File: src/hsp_pkg.sv
// Package for the Hall-synchronised sine PWM generator: constants and types
package hsp_pkg;
	// Clock and carrier timing
	localparam int HSP_CLK_HZ = 100_000_000;
	localparam int HSP_CARRIER_HZ = 20_000;
	localparam int HSP_CARRIER_CYC = HSP_CLK_HZ / HSP_CARRIER_HZ;
	localparam int HSP_CNT_W = 13;
	// Deadband time in ns, rounded up to whole cycles
	localparam int HSP_DEAD_NS = 500;
	localparam int HSP_CLK_NS = 10;
	localparam int HSP_DEAD_CYC = (HSP_DEAD_NS + HSP_CLK_NS - 1) / HSP_CLK_NS;
	// Angle accumulator and sine table
	localparam int HSP_ACC_W = 16;
	localparam int HSP_IDX_W = 8;
	localparam int HSP_TBL_N = 256;
	localparam int HSP_MAG_W = 8;
	localparam int HSP_CAP_W = 16;
	// Angle offsets: 60, 120 and 240 degrees in accumulator units
	localparam logic [15:0] HSP_DEG120 = 16'h5555;
	localparam logic [15:0] HSP_DEG240 = 16'hAAAB;
	localparam logic [15:0] HSP_DEG60 = 16'h2AAB;
	// Hall codes treated as invalid
	localparam logic [2:0] HSP_HALL_ZERO = 3'h0;
	localparam logic [2:0] HSP_HALL_ONES = 3'h7;
	// Hall state at which the period capture is presented
	localparam logic [2:0] HSP_HALL_REF = 3'h1;
	// Update engine states
	typedef enum logic [3:0] {
		HSP_IDLE  = 4'b0001,
		HSP_FETCH = 4'b0010,
		HSP_SCALE = 4'b0100,
		HSP_LOAD  = 4'b1000
	} hsp_upd_t;
endpackage

File: src/hsp_pair.sv
// One complementary PWM pair with deadband and trip gating
`timescale 1ns/1ns
module hsp_pair
	import hsp_pkg::*;
#(
	parameter int CNT_W = HSP_CNT_W,
	parameter int DEAD = HSP_DEAD_CYC
) (
	input wire logic sys_clk,
	input wire logic rst_b,
	input wire logic [CNT_W-1:0] cnt,
	input wire logic [CNT_W-1:0] duty,
	input wire logic kill,
	output logic out_hi,
	output logic out_lo
);
	logic want_hi; // Raw compare result
	logic [CNT_W-1:0] dead_cnt; // Deadband down-counter
	logic last_want; // Previous raw compare

	assign want_hi = (cnt < duty);

	// Deadband counter restarts on every edge of the raw compare and on kill
	always_ff @(posedge sys_clk or negedge rst_b) begin
		if (!rst_b) begin
			last_want <= 1'b0;
			dead_cnt <= '0;
		end else begin
			last_want <= want_hi;
			// A short trip must not let the low side follow the high side at once
			if (kill || (want_hi != last_want)) begin
				dead_cnt <= CNT_W'(DEAD);
			end else if (dead_cnt != '0) begin
				dead_cnt <= dead_cnt - 1'b1;
			end
		end
	end

	// Outputs registered; kill wins immediately, both sides off
	always_ff @(posedge sys_clk or negedge rst_b) begin
		if (!rst_b) begin
			out_hi <= 1'b0;
			out_lo <= 1'b0;
		end else if (kill) begin
			out_hi <= 1'b0;
			out_lo <= 1'b0;
		end else begin
			// Only one side may be on, and only after the dead time
			out_hi <= want_hi && last_want && (dead_cnt == '0);
			out_lo <= !want_hi && !last_want && (dead_cnt == '0);
		end
	end
endmodule // hsp_pair

File: src/hsp_top.sv
// Top of the Hall-synchronised three-phase sine PWM generator
`timescale 1ns/1ns
module hsp_top
	import hsp_pkg::*;
#(
	parameter int CARRIER = HSP_CARRIER_CYC,
	parameter int DEAD = HSP_DEAD_CYC
) (
	input wire logic sys_clk,
	input wire logic rst_b,
	input wire logic run,
	input wire logic dir_rev,
	input wire logic [HSP_MAG_W-1:0] magnitude,
	input wire logic [2:0] hall,
	input wire logic trip,
	input wire logic overcurrent,
	output logic [2:0] pwm_hi,
	output logic [2:0] pwm_lo,
	output logic hall_event,
	output logic [2:0] commutation,
	output logic [HSP_CAP_W-1:0] period_capture,
	output logic period_valid,
	output logic hall_fault,
	output logic [HSP_ACC_W-1:0] speed_step
);
	// Carrier counter and tick
	logic [HSP_CNT_W-1:0] carrier_cnt;
	logic tick;
	// Sine table, amplitude 0..254 centred on 127.5
	logic [7:0] sine_tbl [HSP_TBL_N];
	// Phase accumulator and per-tick step
	logic [HSP_ACC_W-1:0] theta;
	logic [HSP_ACC_W-1:0] step;
	// Update engine
	hsp_upd_t upd;
	logic [7:0] raw [3];
	logic [HSP_CNT_W-1:0] scaled [3];
	logic [HSP_CNT_W-1:0] duty [3];
	// Hall handling
	logic [2:0] hall_q;
	logic hall_seen;
	logic [HSP_CAP_W-1:0] cap_timer;
	logic [HSP_ACC_W-1:0] hall_angle;
	logic oc_latch;
	logic kill;
	logic [15:0] off_b;
	logic [15:0] off_c;
	logic [HSP_ACC_W-1:0] next_theta;

	// Table filled once with a sine, constant contents
	initial begin
		for (int i = 0; i < HSP_TBL_N; i++) begin
			sine_tbl[i] = 8'($rtoi(127.5 + 127.0 * $sin(6.283185307 * i / HSP_TBL_N)));
		end
	end

	// Fixed-rate carrier counter, tick at end of period
	always_ff @(posedge sys_clk or negedge rst_b) begin
		if (!rst_b) begin
			carrier_cnt <= '0;
		end else if (carrier_cnt == HSP_CNT_W'(CARRIER - 1)) begin
			carrier_cnt <= '0;
		end else begin
			carrier_cnt <= carrier_cnt + 1'b1;
		end
	end
	assign tick = (carrier_cnt == HSP_CNT_W'(CARRIER - 1));

	// Reverse direction swaps the B and C offsets
	assign off_b = dir_rev ? HSP_DEG240 : HSP_DEG120;
	assign off_c = dir_rev ? HSP_DEG120 : HSP_DEG240;

	// Hall code to sector-start angle, mirrored in reverse
	function automatic logic [15:0] hsp_sector(input logic [2:0] h, input logic rev);
		logic [2:0] s;
		s = 3'h0;
		unique case (h)
			3'h1: s = 3'h0;
			3'h3: s = 3'h1;
			3'h2: s = 3'h2;
			3'h6: s = 3'h3;
			3'h4: s = 3'h4;
			3'h5: s = 3'h5;
			default: s = 3'h0;
		endcase
		// Reverse walks the sectors backward, so negate the angle
		if (rev) begin
			return 16'(16'h0000 - 16'(s) * HSP_DEG60);
		end
		return 16'(16'(s) * HSP_DEG60);
	endfunction
	assign hall_angle = hsp_sector(hall, dir_rev);

	// Hall edge detector; one common handler below
	always_ff @(posedge sys_clk or negedge rst_b) begin
		if (!rst_b) begin
			hall_q <= 3'h0;
			hall_seen <= 1'b0;
			hall_event <= 1'b0;
		end else begin
			hall_q <= hall;
			hall_seen <= 1'b1;
			hall_event <= hall_seen && (hall != hall_q);
		end
	end

	// Common Hall handler: commutation state and fault flag
	always_ff @(posedge sys_clk or negedge rst_b) begin
		if (!rst_b) begin
			commutation <= 3'h0;
			hall_fault <= 1'b0;
		end else if (hall == HSP_HALL_ZERO || hall == HSP_HALL_ONES) begin
			hall_fault <= 1'b1;
		end else begin
			// A valid code clears the fault and updates the state
			hall_fault <= 1'b0;
			commutation <= hall;
		end
	end

	// Free capture timer, restarted each Hall edge, latched on the edge into the reference state
	always_ff @(posedge sys_clk or negedge rst_b) begin
		if (!rst_b) begin
			cap_timer <= '0;
			period_capture <= '0;
			period_valid <= 1'b0;
		end else if (hall_seen && hall != hall_q) begin
			cap_timer <= '0;
			// Presented only at the reference state; holds the last sector time
			if (hall == HSP_HALL_REF) begin
				period_capture <= cap_timer;
			end
			period_valid <= (hall == HSP_HALL_REF);
		end else begin
			period_valid <= 1'b0;
			// Saturate so a stalled motor reads full scale
			if (cap_timer != '1) begin
				cap_timer <= cap_timer + 1'b1;
			end
		end
	end

	// Step re-estimated from the per-sector tick count
	always_ff @(posedge sys_clk or negedge rst_b) begin
		if (!rst_b) begin
			step <= '0;
		end else if (hall_seen && hall != hall_q && cap_timer != '0) begin
			// One sector is 60 deg; step = sector angle / (whole carrier periods + 1)
			step <= 16'(HSP_DEG60 / (32'(cap_timer) / 32'(CARRIER) + 32'h1));
		end
	end
	assign speed_step = step;

	// Angle: Hall-snapped at start and on every edge, else integrated
	always_comb begin
		next_theta = theta;
		if (!hall_seen || (hall != hall_q)) begin
			next_theta = hall_angle;
		end else if (tick) begin
			next_theta = dir_rev ? theta - step : theta + step;
		end
	end
	always_ff @(posedge sys_clk or negedge rst_b) begin
		if (!rst_b) begin
			theta <= '0;
		end else begin
			theta <= next_theta;
		end
	end

	// Update engine: fetch, scale, then load all duties at once
	always_ff @(posedge sys_clk or negedge rst_b) begin
		if (!rst_b) begin
			upd <= HSP_IDLE;
			for (int p = 0; p < 3; p++) begin
				raw[p] <= '0;
				scaled[p] <= '0;
				duty[p] <= '0;
			end
		end else begin
			unique case (upd)
				HSP_IDLE: if (tick) begin
					upd <= HSP_FETCH;
				end
				HSP_FETCH: begin
					// Same table, A at theta, B and C at their offsets, upper byte as index
					raw[0] <= sine_tbl[theta[15:8]];
					raw[1] <= sine_tbl[8'((theta + off_b) >> 8)];
					raw[2] <= sine_tbl[8'((theta + off_c) >> 8)];
					upd <= HSP_SCALE;
				end
				HSP_SCALE: begin
					for (int p = 0; p < 3; p++) begin
						// Same magnitude for every phase, full scale is one period
						scaled[p] <= HSP_CNT_W'((32'(raw[p]) * 32'(magnitude) * 32'(CARRIER)) >> 16);
					end
					upd <= HSP_LOAD;
				end
				HSP_LOAD: begin
					// All three loaded together, off when not running
					for (int p = 0; p < 3; p++) begin
						duty[p] <= run ? scaled[p] : '0;
					end
					upd <= HSP_IDLE;
				end
			endcase
		end
	end

	// Overcurrent holds off to end of carrier, then releases
	always_ff @(posedge sys_clk or negedge rst_b) begin
		if (!rst_b) begin
			oc_latch <= 1'b0;
		end else if (overcurrent) begin
			oc_latch <= 1'b1;
		end else if (tick) begin
			oc_latch <= 1'b0;
		end
	end
	assign kill = trip || overcurrent || oc_latch || hall_fault;

	// Three identical pairs drive the bridge
	for (genvar g = 0; g < 3; g++) begin : g_pair
		hsp_pair #(.CNT_W(HSP_CNT_W), .DEAD(DEAD)) u_pair (
			.sys_clk(sys_clk),
			.rst_b(rst_b),
			.cnt(carrier_cnt),
			.duty(duty[g]),
			.kill(kill),
			.out_hi(pwm_hi[g]),
			.out_lo(pwm_lo[g])
		);
	end
endmodule // hsp_top

File: config.mk
export PLATFORM = sky130hd
export DESIGN_NAME = hsp_top
export DESIGN_NICKNAME = d
export VERILOG_FILES = /design/src/hsp_pkg.sv /design/src/hsp_pair.sv /design/src/hsp_top.sv
export SDC_FILE = /design/constraint.sdc
export NUM_CORES = 2
export LEC_CHECK = 0
export ABC_AREA = 1
export BUFFER_PORTS_ARGS = -buffer_cell sky130_fd_sc_hd__buf_2
export CAP_MARGIN = 10
export CELL_PAD_IN_SITES_DETAIL_PLACEMENT = 0
export CELL_PAD_IN_SITES_GLOBAL_PLACEMENT = 1
export CORE_ASPECT_RATIO = 0.5
export CORE_UTILIZATION = 49
export DETAILED_ROUTE_END_ITERATION = 8
export HOLD_SLACK_MARGIN = 0.02
export MAX_ROUTING_LAYER = met4
export PLACE_DENSITY = 0.93
export SLEW_MARGIN = 25
export SYNTH_ARGS = -nofsm -noshare
export SYNTH_HDL_FRONTEND = slang
export SYNTH_SLANG_ARGS = --single-unit
File: constraint.sdc
create_clock -name sys_clk -period 58.6 [get_ports sys_clk]
set_clock_uncertainty 0.15 [all_clocks]
set_input_delay 11.72 -clock sys_clk [delete_from_list [all_inputs] [get_ports sys_clk]]
set_output_delay 11.72 -clock sys_clk [all_outputs]
set_load 0.01 [all_outputs]
After elaboration in Yosys (flattened, before gate mapping). Memory sizes are Yosys's and may differ from the RTL's. A register that Yosys moved wholly into a read port is not among the register bits. Cells that the tools add are included.

Add/subtract/negate cells: 11. Multiply operators: 7. Divide/modulo/power cells: 2. Magnitude comparators: 3. Eq/ne operators: 18. Mux-type cells: 33. Reductions and logical operators: 47.

Operator list (number): $mux 16 (9); $mux 13 (10); $mul 16x10->26 const B (3); $add 16x16->16 (3); $mul 8x8->16 (3); $logic_not 13->1 (3); $lt 13x13->1 (3); $reduce_bool 13->1 (3); $sub 13x1->13 const B (3); $add 32x1->32 const B (1); $div 14x32->32 const A (1); $div 16x13->32 const B (1); $add 16x1->16 const B (1); $mul 3x14->16 const B (1); $ne 16x16->1 const B (1); $pmux 4 s4 (1); $reduce_bool 16->1 (1); $sub 1x16->16 const A (1); $sub 16x16->16 (1); $pmux 3 s5 (1); $logic_and 1x1->1 (14); $add 13x1->13 const B (1); $eq 13x13->1 const B (1); $eq 3x3->1 const B (4); 16 further kinds (50).

Register bits: 218. Memory bits (read-only): 2048. Bits of input ports: 17. Output and inout port bits: 44. Word-level logic and storage cells: 153. Memories kept: 1.

Memory list: sine_tbl (depth 256, bits a word 8, rd ports 3, clocked after Yosys merged registers in 3, write ports 0, RTL line hsp_top.sv:30) `logic [7:0] sine_tbl [HSP_TBL_N];`.

Logic depth before layout (Yosys ltp).
Depth in word-level cells: 7. Mapped depth: 366. Depth with buffers taken out: 344.

Cells and area by module. Synthesis repeated with hierarchy kept, for this count alone.

Cell total of the unflattened synthesis: 9105. Area total of the unflattened synthesis: 59115.4 µm².

By module, submodules not included: hsp_top (times used 1, cells each 8556, area an instance 55132.9 µm², seq. area each 4855.9 µm²); hsp_pair (times used 3, cells each 183, area an instance 1327.5 µm², seq. area each 400.4 µm²).

Worst setup path after synthesis. Ideal clock, no wire load.

Path type: reg-to-reg. Start point: register cap_timer[7]. End point: register step[0] (netlist: speed_step[0]). Library setup time: 115 ps. Arrival time: 47787 ps. Required time: 58335 ps. Slack: 10547 ps. Cell stages (with the launch flop): 343. Path buffers: 26. Clock period less this slack: 48053 ps. Path through: dfrtp_1 > buf_6 > nor2_4 > nand2_4 > nand2_4 > nand2_2 > ha_1 > o21ai_2 > nand2_1 > nor2_2 > nand3_4 > nand3_4 > nand2_1 > nand2_4 > nor2_1 > nand2_2 > inv_1 > nand2_4 > [... 307 more ...] > nand3_2 > nand3_2 > nand2_4 > nor2_4 > nand2_4 > buf_6 > o21ai_1 > inv_1 > ha_1 > a21oi_1 > o21ai_0 > o21a_1 > nand3_1 > o21ai_0 > nor2_1 > nand3_1 > nor2_1 > nor2_1.

Longest elaborated chain between the ends: 3. Elaborated cells between the ends (all ways): 5. Those cells by class: add/sub: 1; div: 2; reduce/logical: 2.

RTL lines: start: declaration (RTL line hsp_top.sv:42) `logic [HSP_CAP_W-1:0] cap_timer;`; start signal: assignment (RTL line hsp_top.sv:138) `cap_timer <= cap_timer + 1'b1;`; $div 16x13->32 (RTL line hsp_top.sv:149) `step <= 16'(HSP_DEG60 / (32'(cap_timer) / 32'(CARRIER) + 32'h1));`; $add 32x1->32 (RTL line hsp_top.sv:149); $div 14x32->32 (RTL line hsp_top.sv:149); end signal: assignment (RTL line hsp_top.sv:149); end: declaration (RTL line hsp_top.sv:33) `logic [HSP_ACC_W-1:0] step;`.

Parallel ways exist; a longest one is shown, timed or not. A chain may end at the register's enable or synchronous reset.

Worst setup path in the final report. Ends and elaborated chain as after synthesis.

==> results_dict.tcl <==
set metrics [dict create \
    finalWeightedCongestion 0.987 \
    fillers 12231 \
    grt_setup_unrepaired "no" \
    drt_pre_antenna_iters 6 \
    initial_core_util 0.496 \
    grt_start_max_net_pins 111 \
    post-synth-top-count-cell "nand2_1" \
    run_status "complete, no violations" \
    setup.worst_path.end_class "flop" \
    setup_viol_count_final 0 \
    cts_htree_levels 1 \
    grt_pass1_vias 53124 \
    reg2reg_from "cap_timer[7]" \
    antenna_violations_before_repair 0 \
    fin_area_sq_um 62100 \
    vias_per_cell 5.32 \
    yosys-top-cells-area "nand2_1 12%, ha_1 11%, dfrtp_1 10%" \
    placement.cell_area_sq_um 60900 \
    final_util 0.513 \
    clockRootBuffer "clkbuf_16" \
    gr-total-overflow 0 \
    yosys_warnings 0 \
    final_layout_size_suffix_gt1_frac 0.167 \
    num_antenna_cells 0 \
    achievable-frequency_mhz 18.9 \
    crit_path_start "cap_timer[7]" \
    detail_route.iter0.violations 4708 \
    synth_area_per_cell_sq_um 6.65 \
    die_area_sq_um 124000 \
    worstPathMaxFanout 36 \
    fin_nets 9714 \
    post-dp-hpwl_microns 129000 \
    cp.buffers_inverters 45 \
    die_height_microns 249 \
    insertion_delay_of_the_later_clocked_pin_in_the_worst_skew_pair_ns 0.62 \
    synthesis_stage_register_bit_count 242 \
    portBuffers 60 \
    clock_tree_from_tritoncts "done" \
    critical-path-top-delay-family "simple AND/OR/NAND/NOR gates" \
    timing.rr.end "speed_step[0]" \
    critical_path_depth 321 \
    number_of_vias_after_detailed_routing 56236 \
    timing.final.crit_share 0.901 \
    timing.setup.critical_path_class "reg2reg" \
    synth_async_sr_flop_share 1.00 \
    yosys.cell_types.count 99 \
    synth_top_cell_area_share 0.120 \
    cts.clk_slew.worst_paths_ns 0.06 \
    synth_seq_area_share 0.101 \
    totalNegativeSetupSlack_ns 0 \
    timing.critical_path.slowest_cell_delay_ns 0.48 \
    worst_case_headroom_to_the_max_slew_limit 0.316 \
    cts_buffers 28 \
    synthDominantAreaCellType "nand2_1" \
    boundaryPins 61 \
    critPathMostFrequentCell "nand2_1" \
    worstMarginPinSlew_ns 1.02 \
    core_region_area_sq_um 121000 \
    multiInputGateArea_sq_um 45700 \
    crit_path_capture "speed_step[0]" \
    cp_data_arrival_time_ns 53.17 \
    netlist_area_sq_um 60000 \
    hold_violations 0 \
    final_antenna_net_count 0 \
    dominantRegCellSynth "dfrtp_1" \
    numClockSinks 242 \
    maxSlewViolCount 0 \
    std_cell_rows 90 \
    reg2reg_setup_slack_ns 5.78 \
    grt_use_total 0.263 \
    die_width_microns 497 \
    first_pass_grt_wire_length_microns 266000 \
    netlist_instances 9015 \
    drt_drc_violations_left 0 \
    synth_commonest_cells "1917 x nand2_1, 1495 x inv_1, 824 x nor2_1" \
    maxCapViolations 0 \
    wirelength_microns 160000 \
    critPathLaunchType "flop" \
    area_growth_syn_to_layout_pct 3.56 \
    cp_data_required_time_ns 58.95 \
    max-clock-path-buffers 3 \
    register_area_sq_um 6060 \
    synth_edf_count 0 \
    r2r.worst_path.cells 321 \
    crit_slowest_cell "dfrtp_1" \
    hold_path_class "reg2reg" \
    period_minus_slack_ns 52.82 \
    routedWlPerCell_microns 15.1 \
]
routing by layer:
metal	wire length (microns)	vias up	GRT usage
met1	75300	25857	0.355
li1	-	28640	-
met4	3490	0	0.0577
met3	7460	228	0.0156
met2	73700	1511	0.430
met5	0	-	-
how the worst min path moves through the flow:
stage | cells past startpoint | end | from
final | 2 | commutation[2] | commutation[2]
after detailed placement | 2 | commutation[2] | commutation[2]
after global routing | 2 | scaled[35] | scaled[35]
after global placement | 2 | commutation[2] | commutation[2]
after CTS | 2 | commutation[2] | commutation[2]
after floorplan | 2 | scaled[22] | scaled[22]
tightest hold or removal path: stages, from the launching register on:
cell and delay [ns]:
dfrtp_1 0.34, nand2_1 0.05, nand2_1 0.05
what timing repair did:
item | 4_1_cts | 5_1_grt
buffers inserted | 0 | 9
gates resized for setup | 0 | 22
endpoints found under the setup margin | 0 | 3
hold buffers | 0 | 0
final cells by class:
type | count | share of cell area
multi-input combinational | 6864 | 0.736
inverter | 1698 | 0.107
sequential | 242 | 0.0975
tap | 1610 | 0.0324
clock buffer | 34 | 0.0121
timing repair buffer | 103 | 0.0104
clock inverter | 18 | 0.00365
flip-flops by register name, summed over array words and instances (netlist names):
register	count
g_pair.u_pair.dead_cnt	39
duty	39
oc_latch	1
commutation	3
upd	4
period_capture	16
speed_step	16
g_pair.u_pair.out_hi	3
hall_fault	1
hall_seen	1
hall_q	3
scaled	39
period_valid	1
g_pair.u_pair.out_lo	3
raw	24
g_pair.u_pair.last_want	3
cap_timer	16
hall_event	1
theta	16
carrier_cnt	13
through the flow:
stage / hold slack, ns / cells / setup WS [ns]
after detailed placement: 0.312 / 10505 / 2.99
after floorplan: 0.300 / 9016 / 10.55
after global routing: 0.353 / 10569 / 0.0152
final: 0.318 / 10569 / 5.78
after CTS: 0.328 / 10557 / 2.85
after global placement: 0.300 / 10505 / 4.25
cell usage in the layout, fill, tap and decap left out, drive strengths merged, types with 26 or more instances in the layout:
cell	netlist	final
o211ai	26	26
xnor2	55	55
nand4	215	216
ha	548	548
nand3	775	777
dfrtp	241	241
nor2	1101	1101
clkinv	86	93
nor3	91	91
buf	71	101
nand2	2470	2470
a31oi	44	44
fa	212	212
o21bai	36	36
xor2	153	153
nand3b	65	65
a21oi	320	320
clkbuf	141	36
inv	1596	1601
o21ai	516	516
kinds of logic after synthesis:
group	count (synthesis)	share of synthesized area
simple gates	4772	0.434
buf+inv	1913	0.139
compound gates	1118	0.111
fa+ha+maj	760	0.185
flops	242	0.101
xor+xnor	208	0.0308
other cells	2	0.000125
Power is not shown: default switching activity piles up to over one toggle a cycle in this logic, so the estimate is an artifact.
